File: src/verilog/sbd_pkg.sv
// Constants shared by the byte DMA mover: register offsets, bit positions,
// reset values and the engine state encoding.
// Assumes an 8-bit register port addressed by the 16-bit printed offsets.
package sbd_pkg;

    // ****************************************
    // Register offsets
    // ****************************************
    localparam logic [15:0] SBD_ADDR_CTRL_STATUS = 16'hfc10;
    localparam logic [15:0] SBD_ADDR_LENGTH = 16'hfc11;
    localparam logic [15:0] SBD_ADDR_ADDRESS_LOW = 16'hfc12;
    localparam logic [15:0] SBD_ADDR_ADDRESS_HIGH = 16'hfc13;
    localparam logic [15:0] SBD_ADDR_INT_FLAG = 16'hfc14;
    localparam logic [15:0] SBD_ADDR_IRQ_MASK = 16'hfc15;

    // ****************************************
    // Field positions
    // ****************************************
    localparam int SBD_BIT_IN_PROGRESS = 0;
    localparam int SBD_BIT_IRQ_ENABLE = 1;
    localparam int SBD_BIT_COMPLETION = 3;
    localparam int SBD_BIT_DIRECTION = 4;
    localparam int SBD_BIT_INT_FLAG = 0;

    // ****************************************
    // Reset values and step constants
    // ****************************************
    localparam logic [7:0] SBD_RST_LENGTH = 8'h00;
    localparam logic [7:0] SBD_RST_ADDRESS_BYTE = 8'h00;
    localparam logic SBD_RST_IRQ_MASK = 1'b1;
    localparam logic [7:0] SBD_RST_RDATA = 8'h00;
    localparam logic [7:0] SBD_COUNT_ONE = 8'h01;
    localparam logic [15:0] SBD_ADDR_ONE = 16'h0001;

    // ****************************************
    // Engine states
    // ****************************************
    typedef enum logic [2:0] {
        SBD_ST_IDLE = 3'b000,
        SBD_ST_FETCH = 3'b001,
        SBD_ST_LATCH = 3'b010,
        SBD_ST_SEND = 3'b011,
        SBD_ST_RECV = 3'b100,
        SBD_ST_WRITE = 3'b101
    } sbd_state_e;

endpackage

File: src/verilog/sbd_mover.sv
// Single-channel byte DMA between on-chip memory and the SCSI core.
// Assumes a one-cycle memory read, a valid/ready byte port on each side of
// the SCSI core and a register port with read data one cycle after the strobe.
//
// Contract
// - Move up to 256 bytes per transfer with automatic core handshake.
// - Length 8 bits; zero means 256 bytes.
// - 16-bit address from low and high bytes; source or destination.
// - Direction comes only from the SCSI I/O phase line.
// - Bit 4 high for core-to-memory, low for memory-to-core.
// - Read-only bit 3 reads 1 after normal completion.
// - Writing 1 to bit 0 starts with current length and address.
// - Bit 0 stays 1 until completion or a 0 write while not moving.
// - With bit 0 low, status valid and length holds bytes remaining.
// - With enable bit 1 set, interrupt on each 1-to-0 of bit 0.
// - Address reads current value; after interruption holds next address.
// - Interrupt register bit 0 effective only while enable bit is set.
`timescale 1ns/100ps
module sbd_mover (
    // Clock and reset
    input wire logic clock,
    input wire logic rst_n,
    // Register port
    input wire logic [15:0] reg_addr,
    input wire logic [7:0] reg_wdata,
    input wire logic reg_wr,
    input wire logic reg_rd,
    output logic [7:0] reg_rdata,
    // SCSI phase
    input wire logic scsi_io,
    // Bytes to the SCSI core
    output logic [7:0] tx_data,
    output logic tx_valid,
    input wire logic tx_ready,
    // Bytes from the SCSI core
    input wire logic [7:0] rx_data,
    input wire logic rx_valid,
    output logic rx_ready,
    // Memory port
    output logic [15:0] mem_addr,
    output logic mem_re,
    input wire logic [7:0] mem_rdata,
    output logic mem_we,
    output logic [7:0] mem_wdata,
    // Interrupt
    output logic irq
);

    // ****************************************
    // Declarations
    // ****************************************
    sbd_pkg::sbd_state_e state_reg;
    sbd_pkg::sbd_state_e state_next;
    logic tip_reg;
    logic ien_reg;
    logic tc_reg;
    logic dir_reg;
    logic mask_reg;
    logic [7:0] tx_data_reg;
    logic [7:0] wdata_reg;
    logic [7:0] rdata_reg;
    logic [7:0] count;
    logic [15:0] addr;
    logic int_flag;
    logic ds_wr;
    logic start;
    logic abort;
    logic tx_fire;
    logic step;
    logic last;
    logic done;
    logic tip_fall;
    logic sw_load;

    // ****************************************
    // Register decode
    // ****************************************
    assign ds_wr = reg_wr && (reg_addr == sbd_pkg::SBD_ADDR_CTRL_STATUS);
    assign start = ds_wr && reg_wdata[sbd_pkg::SBD_BIT_IN_PROGRESS] && !tip_reg;
    // A stop is only taken while no byte is mid-move; a stop that meets a
    // completing handshake is dropped so the byte is not lost
    assign abort = ds_wr && !reg_wdata[sbd_pkg::SBD_BIT_IN_PROGRESS] && tip_reg
        && ((state_reg == sbd_pkg::SBD_ST_RECV && !rx_valid)
        || (state_reg == sbd_pkg::SBD_ST_SEND && !tx_ready));
    // Length and address are the live counters, so writes made while busy are dropped
    assign sw_load = reg_wr && !tip_reg;

    // ****************************************
    // Byte engine
    // ****************************************
    assign tx_fire = (state_reg == sbd_pkg::SBD_ST_SEND) && tx_ready;
    assign step = tx_fire || (state_reg == sbd_pkg::SBD_ST_WRITE);
    assign last = (count == sbd_pkg::SBD_COUNT_ONE);
    assign done = step && last;
    assign tip_fall = tip_reg && (done || abort);

    always_comb
    begin
        state_next = state_reg;
        unique case (state_reg)
            sbd_pkg::SBD_ST_IDLE:
            begin
                if (start)
                begin
                    // Direction is picked from the phase line, never software
                    state_next = scsi_io ? sbd_pkg::SBD_ST_RECV
                        : sbd_pkg::SBD_ST_FETCH;
                end
            end
            sbd_pkg::SBD_ST_FETCH:
            begin
                state_next = sbd_pkg::SBD_ST_LATCH;
            end
            sbd_pkg::SBD_ST_LATCH:
            begin
                state_next = sbd_pkg::SBD_ST_SEND;
            end
            sbd_pkg::SBD_ST_SEND:
            begin
                if (abort)
                begin
                    state_next = sbd_pkg::SBD_ST_IDLE;
                end
                else if (tx_fire)
                begin
                    state_next = last ? sbd_pkg::SBD_ST_IDLE
                        : (scsi_io ? sbd_pkg::SBD_ST_RECV : sbd_pkg::SBD_ST_FETCH);
                end
            end
            sbd_pkg::SBD_ST_RECV:
            begin
                if (abort)
                begin
                    state_next = sbd_pkg::SBD_ST_IDLE;
                end
                else if (rx_valid)
                begin
                    state_next = sbd_pkg::SBD_ST_WRITE;
                end
            end
            sbd_pkg::SBD_ST_WRITE:
            begin
                state_next = last ? sbd_pkg::SBD_ST_IDLE
                    : (scsi_io ? sbd_pkg::SBD_ST_RECV : sbd_pkg::SBD_ST_FETCH);
            end
            default:
            begin
                state_next = sbd_pkg::SBD_ST_IDLE;
            end
        endcase
    end

    always_ff @(posedge clock or negedge rst_n)
    begin
        if (!rst_n)
        begin
            state_reg <= sbd_pkg::SBD_ST_IDLE;
        end
        else
        begin
            state_reg <= state_next;
        end
    end

    // Fetched byte is held steady for the core until it takes it
    always_ff @(posedge clock or negedge rst_n)
    begin
        if (!rst_n)
        begin
            tx_data_reg <= 8'h00;
        end
        else if (state_reg == sbd_pkg::SBD_ST_LATCH)
        begin
            tx_data_reg <= mem_rdata;
        end
    end

    always_ff @(posedge clock or negedge rst_n)
    begin
        if (!rst_n)
        begin
            wdata_reg <= 8'h00;
        end
        else if (state_reg == sbd_pkg::SBD_ST_RECV && rx_valid)
        begin
            wdata_reg <= rx_data;
        end
    end

    assign tx_data = tx_data_reg;
    assign tx_valid = (state_reg == sbd_pkg::SBD_ST_SEND);
    assign rx_ready = (state_reg == sbd_pkg::SBD_ST_RECV);
    assign mem_addr = addr;
    assign mem_re = (state_reg == sbd_pkg::SBD_ST_FETCH);
    assign mem_we = (state_reg == sbd_pkg::SBD_ST_WRITE);
    assign mem_wdata = wdata_reg;

    sbd_xfer_ctr u_ctr (
        .clock(clock),
        .rst_n(rst_n),
        .load_len(sw_load && reg_addr == sbd_pkg::SBD_ADDR_LENGTH),
        .load_lo(sw_load && reg_addr == sbd_pkg::SBD_ADDR_ADDRESS_LOW),
        .load_hi(sw_load && reg_addr == sbd_pkg::SBD_ADDR_ADDRESS_HIGH),
        .load_data(reg_wdata),
        .step(step),
        .count_reg(count),
        .addr_reg(addr)
    );

    // ****************************************
    // Control and status bits
    // ****************************************
    always_ff @(posedge clock or negedge rst_n)
    begin
        if (!rst_n)
        begin
            tip_reg <= 1'b0;
        end
        else if (start)
        begin
            tip_reg <= 1'b1;
        end
        else if (done || abort)
        begin
            tip_reg <= 1'b0;
        end
    end

    always_ff @(posedge clock or negedge rst_n)
    begin
        if (!rst_n)
        begin
            tc_reg <= 1'b0;
        end
        else if (start)
        begin
            tc_reg <= 1'b0;
        end
        else if (done)
        begin
            tc_reg <= 1'b1;
        end
    end

    always_ff @(posedge clock or negedge rst_n)
    begin
        if (!rst_n)
        begin
            ien_reg <= 1'b0;
        end
        else if (ds_wr)
        begin
            ien_reg <= reg_wdata[sbd_pkg::SBD_BIT_IRQ_ENABLE];
        end
    end

    // Tracks the phase line between bytes; frozen while a byte is mid-move
    always_ff @(posedge clock or negedge rst_n)
    begin
        if (!rst_n)
        begin
            dir_reg <= 1'b0;
        end
        else if (state_reg == sbd_pkg::SBD_ST_IDLE || step)
        begin
            dir_reg <= scsi_io;
        end
    end

    always_ff @(posedge clock or negedge rst_n)
    begin
        if (!rst_n)
        begin
            mask_reg <= sbd_pkg::SBD_RST_IRQ_MASK;
        end
        else if (reg_wr && reg_addr == sbd_pkg::SBD_ADDR_IRQ_MASK)
        begin
            mask_reg <= reg_wdata[sbd_pkg::SBD_BIT_INT_FLAG];
        end
    end

    // ****************************************
    // Interrupt
    // ****************************************
    sbd_irq_flag u_irq (
        .clock(clock),
        .rst_n(rst_n),
        .set_evt(tip_fall && ien_reg),
        .clr_w1c(reg_wr && reg_addr == sbd_pkg::SBD_ADDR_INT_FLAG
            && reg_wdata[sbd_pkg::SBD_BIT_INT_FLAG]),
        .enable(mask_reg && ien_reg),
        .flag_reg(int_flag),
        .irq(irq)
    );

    // ****************************************
    // Read data
    // ****************************************
    always_ff @(posedge clock or negedge rst_n)
    begin
        if (!rst_n)
        begin
            rdata_reg <= sbd_pkg::SBD_RST_RDATA;
        end
        else if (reg_rd)
        begin
            unique case (reg_addr)
                sbd_pkg::SBD_ADDR_CTRL_STATUS:
                begin
                    rdata_reg <= {3'b000, dir_reg, tc_reg, 1'b0, ien_reg, tip_reg};
                end
                sbd_pkg::SBD_ADDR_LENGTH:
                begin
                    rdata_reg <= count;
                end
                sbd_pkg::SBD_ADDR_ADDRESS_LOW:
                begin
                    rdata_reg <= addr[7:0];
                end
                sbd_pkg::SBD_ADDR_ADDRESS_HIGH:
                begin
                    rdata_reg <= addr[15:8];
                end
                sbd_pkg::SBD_ADDR_INT_FLAG:
                begin
                    rdata_reg <= {7'b000_0000, int_flag};
                end
                sbd_pkg::SBD_ADDR_IRQ_MASK:
                begin
                    rdata_reg <= {7'b000_0000, mask_reg};
                end
                default:
                begin
                    rdata_reg <= sbd_pkg::SBD_RST_RDATA;
                end
            endcase
        end
    end

    assign reg_rdata = rdata_reg;
endmodule

File: src/verilog/sbd_irq_flag.sv
// Sticky interrupt flag: set by a hardware event, cleared by writing a one.
// Assumes set and clear are one-cycle pulses in the clock domain.
`timescale 1ns/100ps
module sbd_irq_flag (
    // Clock and reset
    input wire logic clock,
    input wire logic rst_n,
    // Event and software clear
    input wire logic set_evt,
    input wire logic clr_w1c,
    input wire logic enable,
    // Status and request
    output logic flag_reg,
    output logic irq
);

    // Set beats clear so an event in the clearing cycle is kept
    always_ff @(posedge clock or negedge rst_n)
    begin
        if (!rst_n)
        begin
            flag_reg <= 1'b0;
        end
        else if (set_evt)
        begin
            flag_reg <= 1'b1;
        end
        else if (clr_w1c)
        begin
            flag_reg <= 1'b0;
        end
    end

    assign irq = flag_reg & enable;

endmodule

File: src/verilog/sbd_xfer_ctr.sv
// Address and remaining-count registers of the mover.
// Assumes loads only arrive while no transfer runs; a step wins otherwise.
`timescale 1ns/100ps
module sbd_xfer_ctr (
    // Clock and reset
    input wire logic clock,
    input wire logic rst_n,
    // Software loads
    input wire logic load_len,
    input wire logic load_lo,
    input wire logic load_hi,
    input wire logic [7:0] load_data,
    // Engine advance
    input wire logic step,
    // Current values
    output logic [7:0] count_reg,
    output logic [15:0] addr_reg
);

    always_ff @(posedge clock or negedge rst_n)
    begin
        if (!rst_n)
        begin
            count_reg <= sbd_pkg::SBD_RST_LENGTH;
        end
        else if (step)
        begin
            count_reg <= count_reg - sbd_pkg::SBD_COUNT_ONE;
        end
        else if (load_len)
        begin
            count_reg <= load_data;
        end
    end

    always_ff @(posedge clock or negedge rst_n)
    begin
        if (!rst_n)
        begin
            addr_reg <= {sbd_pkg::SBD_RST_ADDRESS_BYTE, sbd_pkg::SBD_RST_ADDRESS_BYTE};
        end
        else if (step)
        begin
            addr_reg <= addr_reg + sbd_pkg::SBD_ADDR_ONE;
        end
        else if (load_lo)
        begin
            addr_reg[7:0] <= load_data;
        end
        else if (load_hi)
        begin
            addr_reg[15:8] <= load_data;
        end
    end

endmodule

File: config.mk
export PLATFORM = sky130hd
export DESIGN_NAME = sbd_mover
export DESIGN_NICKNAME = d
export VERILOG_FILES = /design/src/verilog/sbd_pkg.sv /design/src/verilog/sbd_mover.sv /design/src/verilog/sbd_irq_flag.sv /design/src/verilog/sbd_xfer_ctr.sv
export SDC_FILE = /design/constraint.sdc
export NUM_CORES = 1
export LEC_CHECK = 0
export BUFFER_PORTS_ARGS = -buffer_cell sky130_fd_sc_hd__buf_2
export CELL_PAD_IN_SITES_DETAIL_PLACEMENT = 0
export CELL_PAD_IN_SITES_GLOBAL_PLACEMENT = 1
export CORE_UTILIZATION = 28
export CTS_CLUSTER_SIZE = 10
export DETAILED_ROUTE_END_ITERATION = 8
export PLACE_DENSITY_LB_ADDON = 0.08
export SYNTH_ARGS = -nofsm -noshare
export SYNTH_HDL_FRONTEND = slang
export SYNTH_HIERARCHICAL = 1
export SYNTH_SLANG_ARGS = --single-unit
export TNS_END_PERCENT = 5
File: constraint.sdc
create_clock -name clock -period 5.3 [get_ports clock]
set_input_delay 1.06 -clock clock [delete_from_list [all_inputs] [get_ports clock]]
set_output_delay 1.06 -clock clock [all_outputs]
set_load 0.005 [all_outputs]
==> flow_summary.html <==
<table>
<tr><th>Metric</th><th>Value</th></tr>
<tr><th colspan="2">Setup path</th></tr>
<tr><td>Largest stage delay, worst path</td><td>0.78 ns</td></tr>
<tr><td>Element type at the critical path start</td><td>input pin</td></tr>
<tr><td>Arrival time at the worst endpoint</td><td>4.16 ns</td></tr>
<tr><td>Worst endpoint required time</td><td>5.54 ns</td></tr>
<tr><td>Worst Setup Path Type</td><td>in -&gt; reg</td></tr>
<tr><td>Critical Path Slowest Stage Cell</td><td>nor2b_1</td></tr>
<tr><td>List of cells traversed by the critical path</td><td>buf_2, or4_4, or4_4, nor2_1, nand2_1, nor2_1, nor2b_1, or2_2, a21oi_1, a211oi_1</td></tr>
<tr><td>Largest fanout of any net on the critical path</td><td>14</td></tr>
<tr><td>Worst setup EP type</td><td>flop</td></tr>
<tr><td>Internal reg-to-reg setup slack</td><td>2.97 ns</td></tr>
<tr><td>Depth of the most critical reg-to-reg path</td><td>4</td></tr>
<tr><th colspan="2">Synthesis</th></tr>
<tr><td>Count of synthesis-stage warnings from yosys</td><td>6</td></tr>
<tr><td>Fraction of synthesized area in multiplexers</td><td>0.1101</td></tr>
<tr><td>Post-Synth Adder-Cell Area</td><td>0.007246</td></tr>
<tr><td>Synthesized net count</td><td>415</td></tr>
<tr><td>Synth Area in Compound Gates</td><td>0.1649</td></tr>
<tr><td>Fraction of registers with async set or reset after synthesis</td><td>1.000</td></tr>
<tr><td>Count of flip-flops with a built-in enable after synthesis</td><td>0</td></tr>
<tr><td>Xor/xnor cell area share of the yosys netlist</td><td>0.03297</td></tr>
<tr><td>Number of distinct standard cells referenced by the synthesized netlist</td><td>57</td></tr>
<tr><td>Post-synthesis register bit count</td><td>57</td></tr>
<tr><td>Syn Area/Cell</td><td>9.435 sq um</td></tr>
<tr><td>Most common flop cell mapped by yosys</td><td>dfrtp_1</td></tr>
<tr><td>Simple-gate area share of the yosys netlist</td><td>0.2322</td></tr>
<tr><td>Post-Synthesis Cell Area</td><td>3453 sq um</td></tr>
<tr><td>Gate Count Post-Synth</td><td>366</td></tr>
<tr><td>Combinational family with the most area after synthesis</td><td>simple AND/OR/NAND/NOR gates</td></tr>
<tr><td>Sequential area share after synthesis</td><td>0.4134</td></tr>
<tr><th colspan="2">Clocking</th></tr>
<tr><td>TritonCTS clock tree</td><td>yes</td></tr>
<tr><td>Number of gates given a new drive strength after cts</td><td>0</td></tr>
<tr><td>Total clock buffers created by CTS</td><td>9</td></tr>
<tr><td>Clock network latency to the later pin of the worst-skew pair</td><td>0.33 ns</td></tr>
<tr><td>Maximum count of clock buffers along a single path</td><td>2</td></tr>
<tr><td>Clock Root Buffer</td><td>clkbuf_16</td></tr>
<tr><td>Setup Fix Bufs, Post-CTS</td><td>0</td></tr>
<tr><td>Clock edge transition at the registers on the reported setup and hold paths</td><td>0.05 ns</td></tr>
<tr><td>Sinks on the clock net</td><td>57</td></tr>
<tr><td>Number of levels the H-tree was split into</td><td>3</td></tr>
<tr><td>Post-CTS Hold Buffers</td><td>0</td></tr>
<tr><th colspan="2">STA</th></tr>
<tr><td>Total count of hold-check failures in the final report</td><td>0</td></tr>
<tr><td>Final Skew</td><td>0.004377 ns</td></tr>
<tr><td>Final worst path period share</td><td>0.7392</td></tr>
<tr><td>Total count of max-transition violations in the final report</td><td>0</td></tr>
<tr><td>Worst slew margin</td><td>0.3422</td></tr>
<tr><td>Top achievable clock speed</td><td>0.2552 GHz</td></tr>
<tr><td>Shortest period the worst path allows</td><td>3.918 ns</td></tr>
<tr><td>Slew of the pin with the lowest slew margin</td><td>0.9847 ns</td></tr>
<tr><td>Setup violations, final</td><td>0</td></tr>
<tr><td>Setup repair after global routing missed its margin</td><td>no</td></tr>
<tr><td>Final setup TNS</td><td>0 ns</td></tr>
<tr><th colspan="2">Final layout</th></tr>
<tr><td>Max reg flops</td><td>16</td></tr>
<tr><td>Commonest non-fill, non-tap cell in the layout</td><td>buf_2</td></tr>
<tr><td>Layout cell share with drive strength beyond 1</td><td>0.3377</td></tr>
<tr><td>Number of nets in the finished design</td><td>503</td></tr>
<tr><td>Filler cells</td><td>1239</td></tr>
<tr><td>Final antenna diode count</td><td>0</td></tr>
<tr><td>Commonest cells after routing, fill and taps aside</td><td>91 x buf_2, 56 x dfrtp_1, 31 x nor2_1</td></tr>
<tr><td>Area Overhead vs Synth</td><td>27.21%</td></tr>
<tr><th colspan="2">Pwr</th></tr>
<tr><td>Total power consumption of the routed design</td><td>2.318 mW</td></tr>
<tr><td>Total power divided by cell area</td><td>527.6 nW/um^2</td></tr>
<tr><td>VDD IR-drop max</td><td>0.0002032 V</td></tr>
<tr><td>Leakage power</td><td>1.906 nW</td></tr>
<tr><th colspan="2">Detailed routing</th></tr>
<tr><td>Routed via count divided by cell count</td><td>5.026</td></tr>
<tr><td>Iteration count of the initial detailed-routing pass</td><td>4</td></tr>
<tr><td>Iter 0 DRT Violations</td><td>165</td></tr>
<tr><td>Post-detailed-route wirelength per cell</td><td>16.57 microns</td></tr>
<tr><td>Post-DRT Antenna Nets</td><td>0</td></tr>
<tr><td>WL final</td><td>10040 microns</td></tr>
<tr><td>DRC violation count after routing</td><td>0</td></tr>
<tr><td>Vias</td><td>3046</td></tr>
<tr><th colspan="2">Hold path</th></tr>
<tr><td>Cells on Worst Hold Path</td><td>1</td></tr>
<tr><td>Classification of the worst-slack hold path</td><td>reg -&gt; reg</td></tr>
<tr><th colspan="2">GRT</th></tr>
<tr><td>Pin count of the biggest net entering global routing</td><td>58</td></tr>
<tr><td>Global-route usage over all layers</td><td>0.1659</td></tr>
<tr><td>Initial antenna violation count</td><td>0</td></tr>
<tr><td>Number of global-route vias before repair</td><td>2960</td></tr>
<tr><td>First-pass GRT wire length</td><td>16080 microns</td></tr>
<tr><td>Grt ovf</td><td>0</td></tr>
<tr><th colspan="2">Placement</th></tr>
<tr><td>Final RePlAce weighted congestion</td><td>0.7691</td></tr>
<tr><td>HPWL after detailed placement</td><td>7207 microns</td></tr>
<tr><td>Number of input and output port buffers inserted</td><td>91</td></tr>
<tr><th colspan="2">Die</th></tr>
<tr><td>Die extent in x</td><td>113.1 microns</td></tr>
<tr><td>Top-level I/O count</td><td>92</td></tr>
<tr><td>Standard cell core area</td><td>12010 sq um</td></tr>
<tr><td>Initial Util</td><td>0.2875</td></tr>
<tr><td>DIE HEIGHT</td><td>113.1 microns</td></tr>
<tr><td>Overall die area</td><td>12780 sq um</td></tr>
<tr><td>Number of standard-cell rows in the floorplan</td><td>40</td></tr>
<tr><th colspan="2">Run</th></tr>
<tr><td>MaxCap Viol Count</td><td>0</td></tr>
<tr><th colspan="2">Status</th></tr>
<tr><td>Result of the run</td><td>completed</td></tr>
</table>
==> cell type report <==
type                            instances  area (sq um)  share of cell area
Clock buffer                           11         242.7             0.05525
Clock inverter                          5         102.6             0.02336
Inverter                               14         52.55             0.01196
Multi-Input combinational cell        276          1891              0.4304
Sequential cell                        57          1428              0.3250
Tap cell                              147         183.9             0.04187
Timing Repair Buffer                   96         493.0              0.1122
==> per-stage QoR <==
step | setup WS, ns | hold WS, ns | instance area, sq um | cells | utilization
6_report | 1.382 | 0.4851 | 4393 | 606 | 0.3657
5_1_grt | 1.222 | 0.5164 | 4393 | 606 | 0.3657
4_1_cts | 1.424 | 0.4946 | 4393 | 606 | 0.3657
2_1_floorplan | 1.619 | 0.4666 | 3453 | 366 | -
3_3_place_gp | 1.165 | 0.4721 | 4048 | 590 | 0.3370
3_5_place_dp | 1.068 | 0.4834 | 4048 | 590 | 0.3370
==> cells in the mapped netlist, drive strengths merged (2+ instances only) <==
| cell | number | area, sq um |
|---|---|---|
| a211oi | 16 | 120.1 |
| a21o | 2 | 15.01 |
| a21oi | 28 | 140.1 |
| and2 | 6 | 37.54 |
| and3 | 2 | 12.51 |
| buf | 6 | 33.78 |
| clkbuf | 13 | 48.80 |
| dfrtp | 56 | 1401 |
| ha | 2 | 25.02 |
| inv | 14 | 52.55 |
| mux2 | 24 | 270.3 |
| mux2i | 11 | 110.1 |
| nand2 | 29 | 108.9 |
| nand2b | 4 | 25.02 |
| nand3 | 11 | 65.06 |
| nand3b | 6 | 45.04 |
| nand4 | 6 | 43.79 |
| nor2 | 31 | 116.4 |
| nor2b | 14 | 87.58 |
| nor3 | 7 | 51.30 |
| nor3b | 3 | 22.52 |
| nor4 | 9 | 87.58 |
| o21a | 4 | 30.03 |
| o21ai | 15 | 75.07 |
| o21bai | 2 | 18.77 |
| o221a | 2 | 22.52 |
| o221ai | 4 | 35.03 |
| o22ai | 2 | 12.51 |
| o31ai | 4 | 30.03 |
| or3b | 2 | 17.52 |
| or4 | 2 | 22.52 |
| xnor2 | 10 | 87.58 |
| xor2 | 3 | 26.28 |
==> final timing paths <==
| check | start | endpoint |
|---|---|---|
| max in group asynchronous | rst_n | state_reg[0] |
| min in group asynchronous | rst_n | reg_rdata[7] |
| max | reg_addr[7] | u_ctr/addr_reg[8] |
| max reg2reg | state_reg[2] | tip_reg |
| min reg2reg | reg_rdata[1] | reg_rdata[1] |
| min | reg_rdata[1] | reg_rdata[1] |
==> kinds of logic (layout without fill, tap and decap cells) <==
group,Yosys count,in the layout
buffers and inverters,33,126
adders and majority gates,2,2
and+or+nand+nor,139,139
AOI/OAI and AO/OA,87,87
DFF,57,57
xor gates and xnor gates,13,13
muxes,35,35
==> where the power goes <==
group          internal, mW  leakage, nW  switching [mW]  total (mW)
registers             0.590        0.661           0.221       0.811
logic                 0.411         1.08           0.419       0.830
clock network         0.471        0.166           0.207       0.678
total                  1.47         1.91           0.846        2.32
==> routing by layer <==
metal  global-route usage  vias to the layer above  routed length [microns]
li1                     -                     1512                        -
met1               0.2244                     1446                     4916
met2               0.2577                       77                     4530
met3              0.03964                       11                      459
met4              0.06053                        0                      135
met5                    0                        -                        0
==> critical path: cells and delay by family <==
family | cells | cell delay, ns
and+or+nand+nor | 7 | 2.72
AOI/OAI and AO/OA | 2 | 0.28
buffers and inverters | 1 | 0.10
No activity file was read; power rests on OpenSTA's default activity.
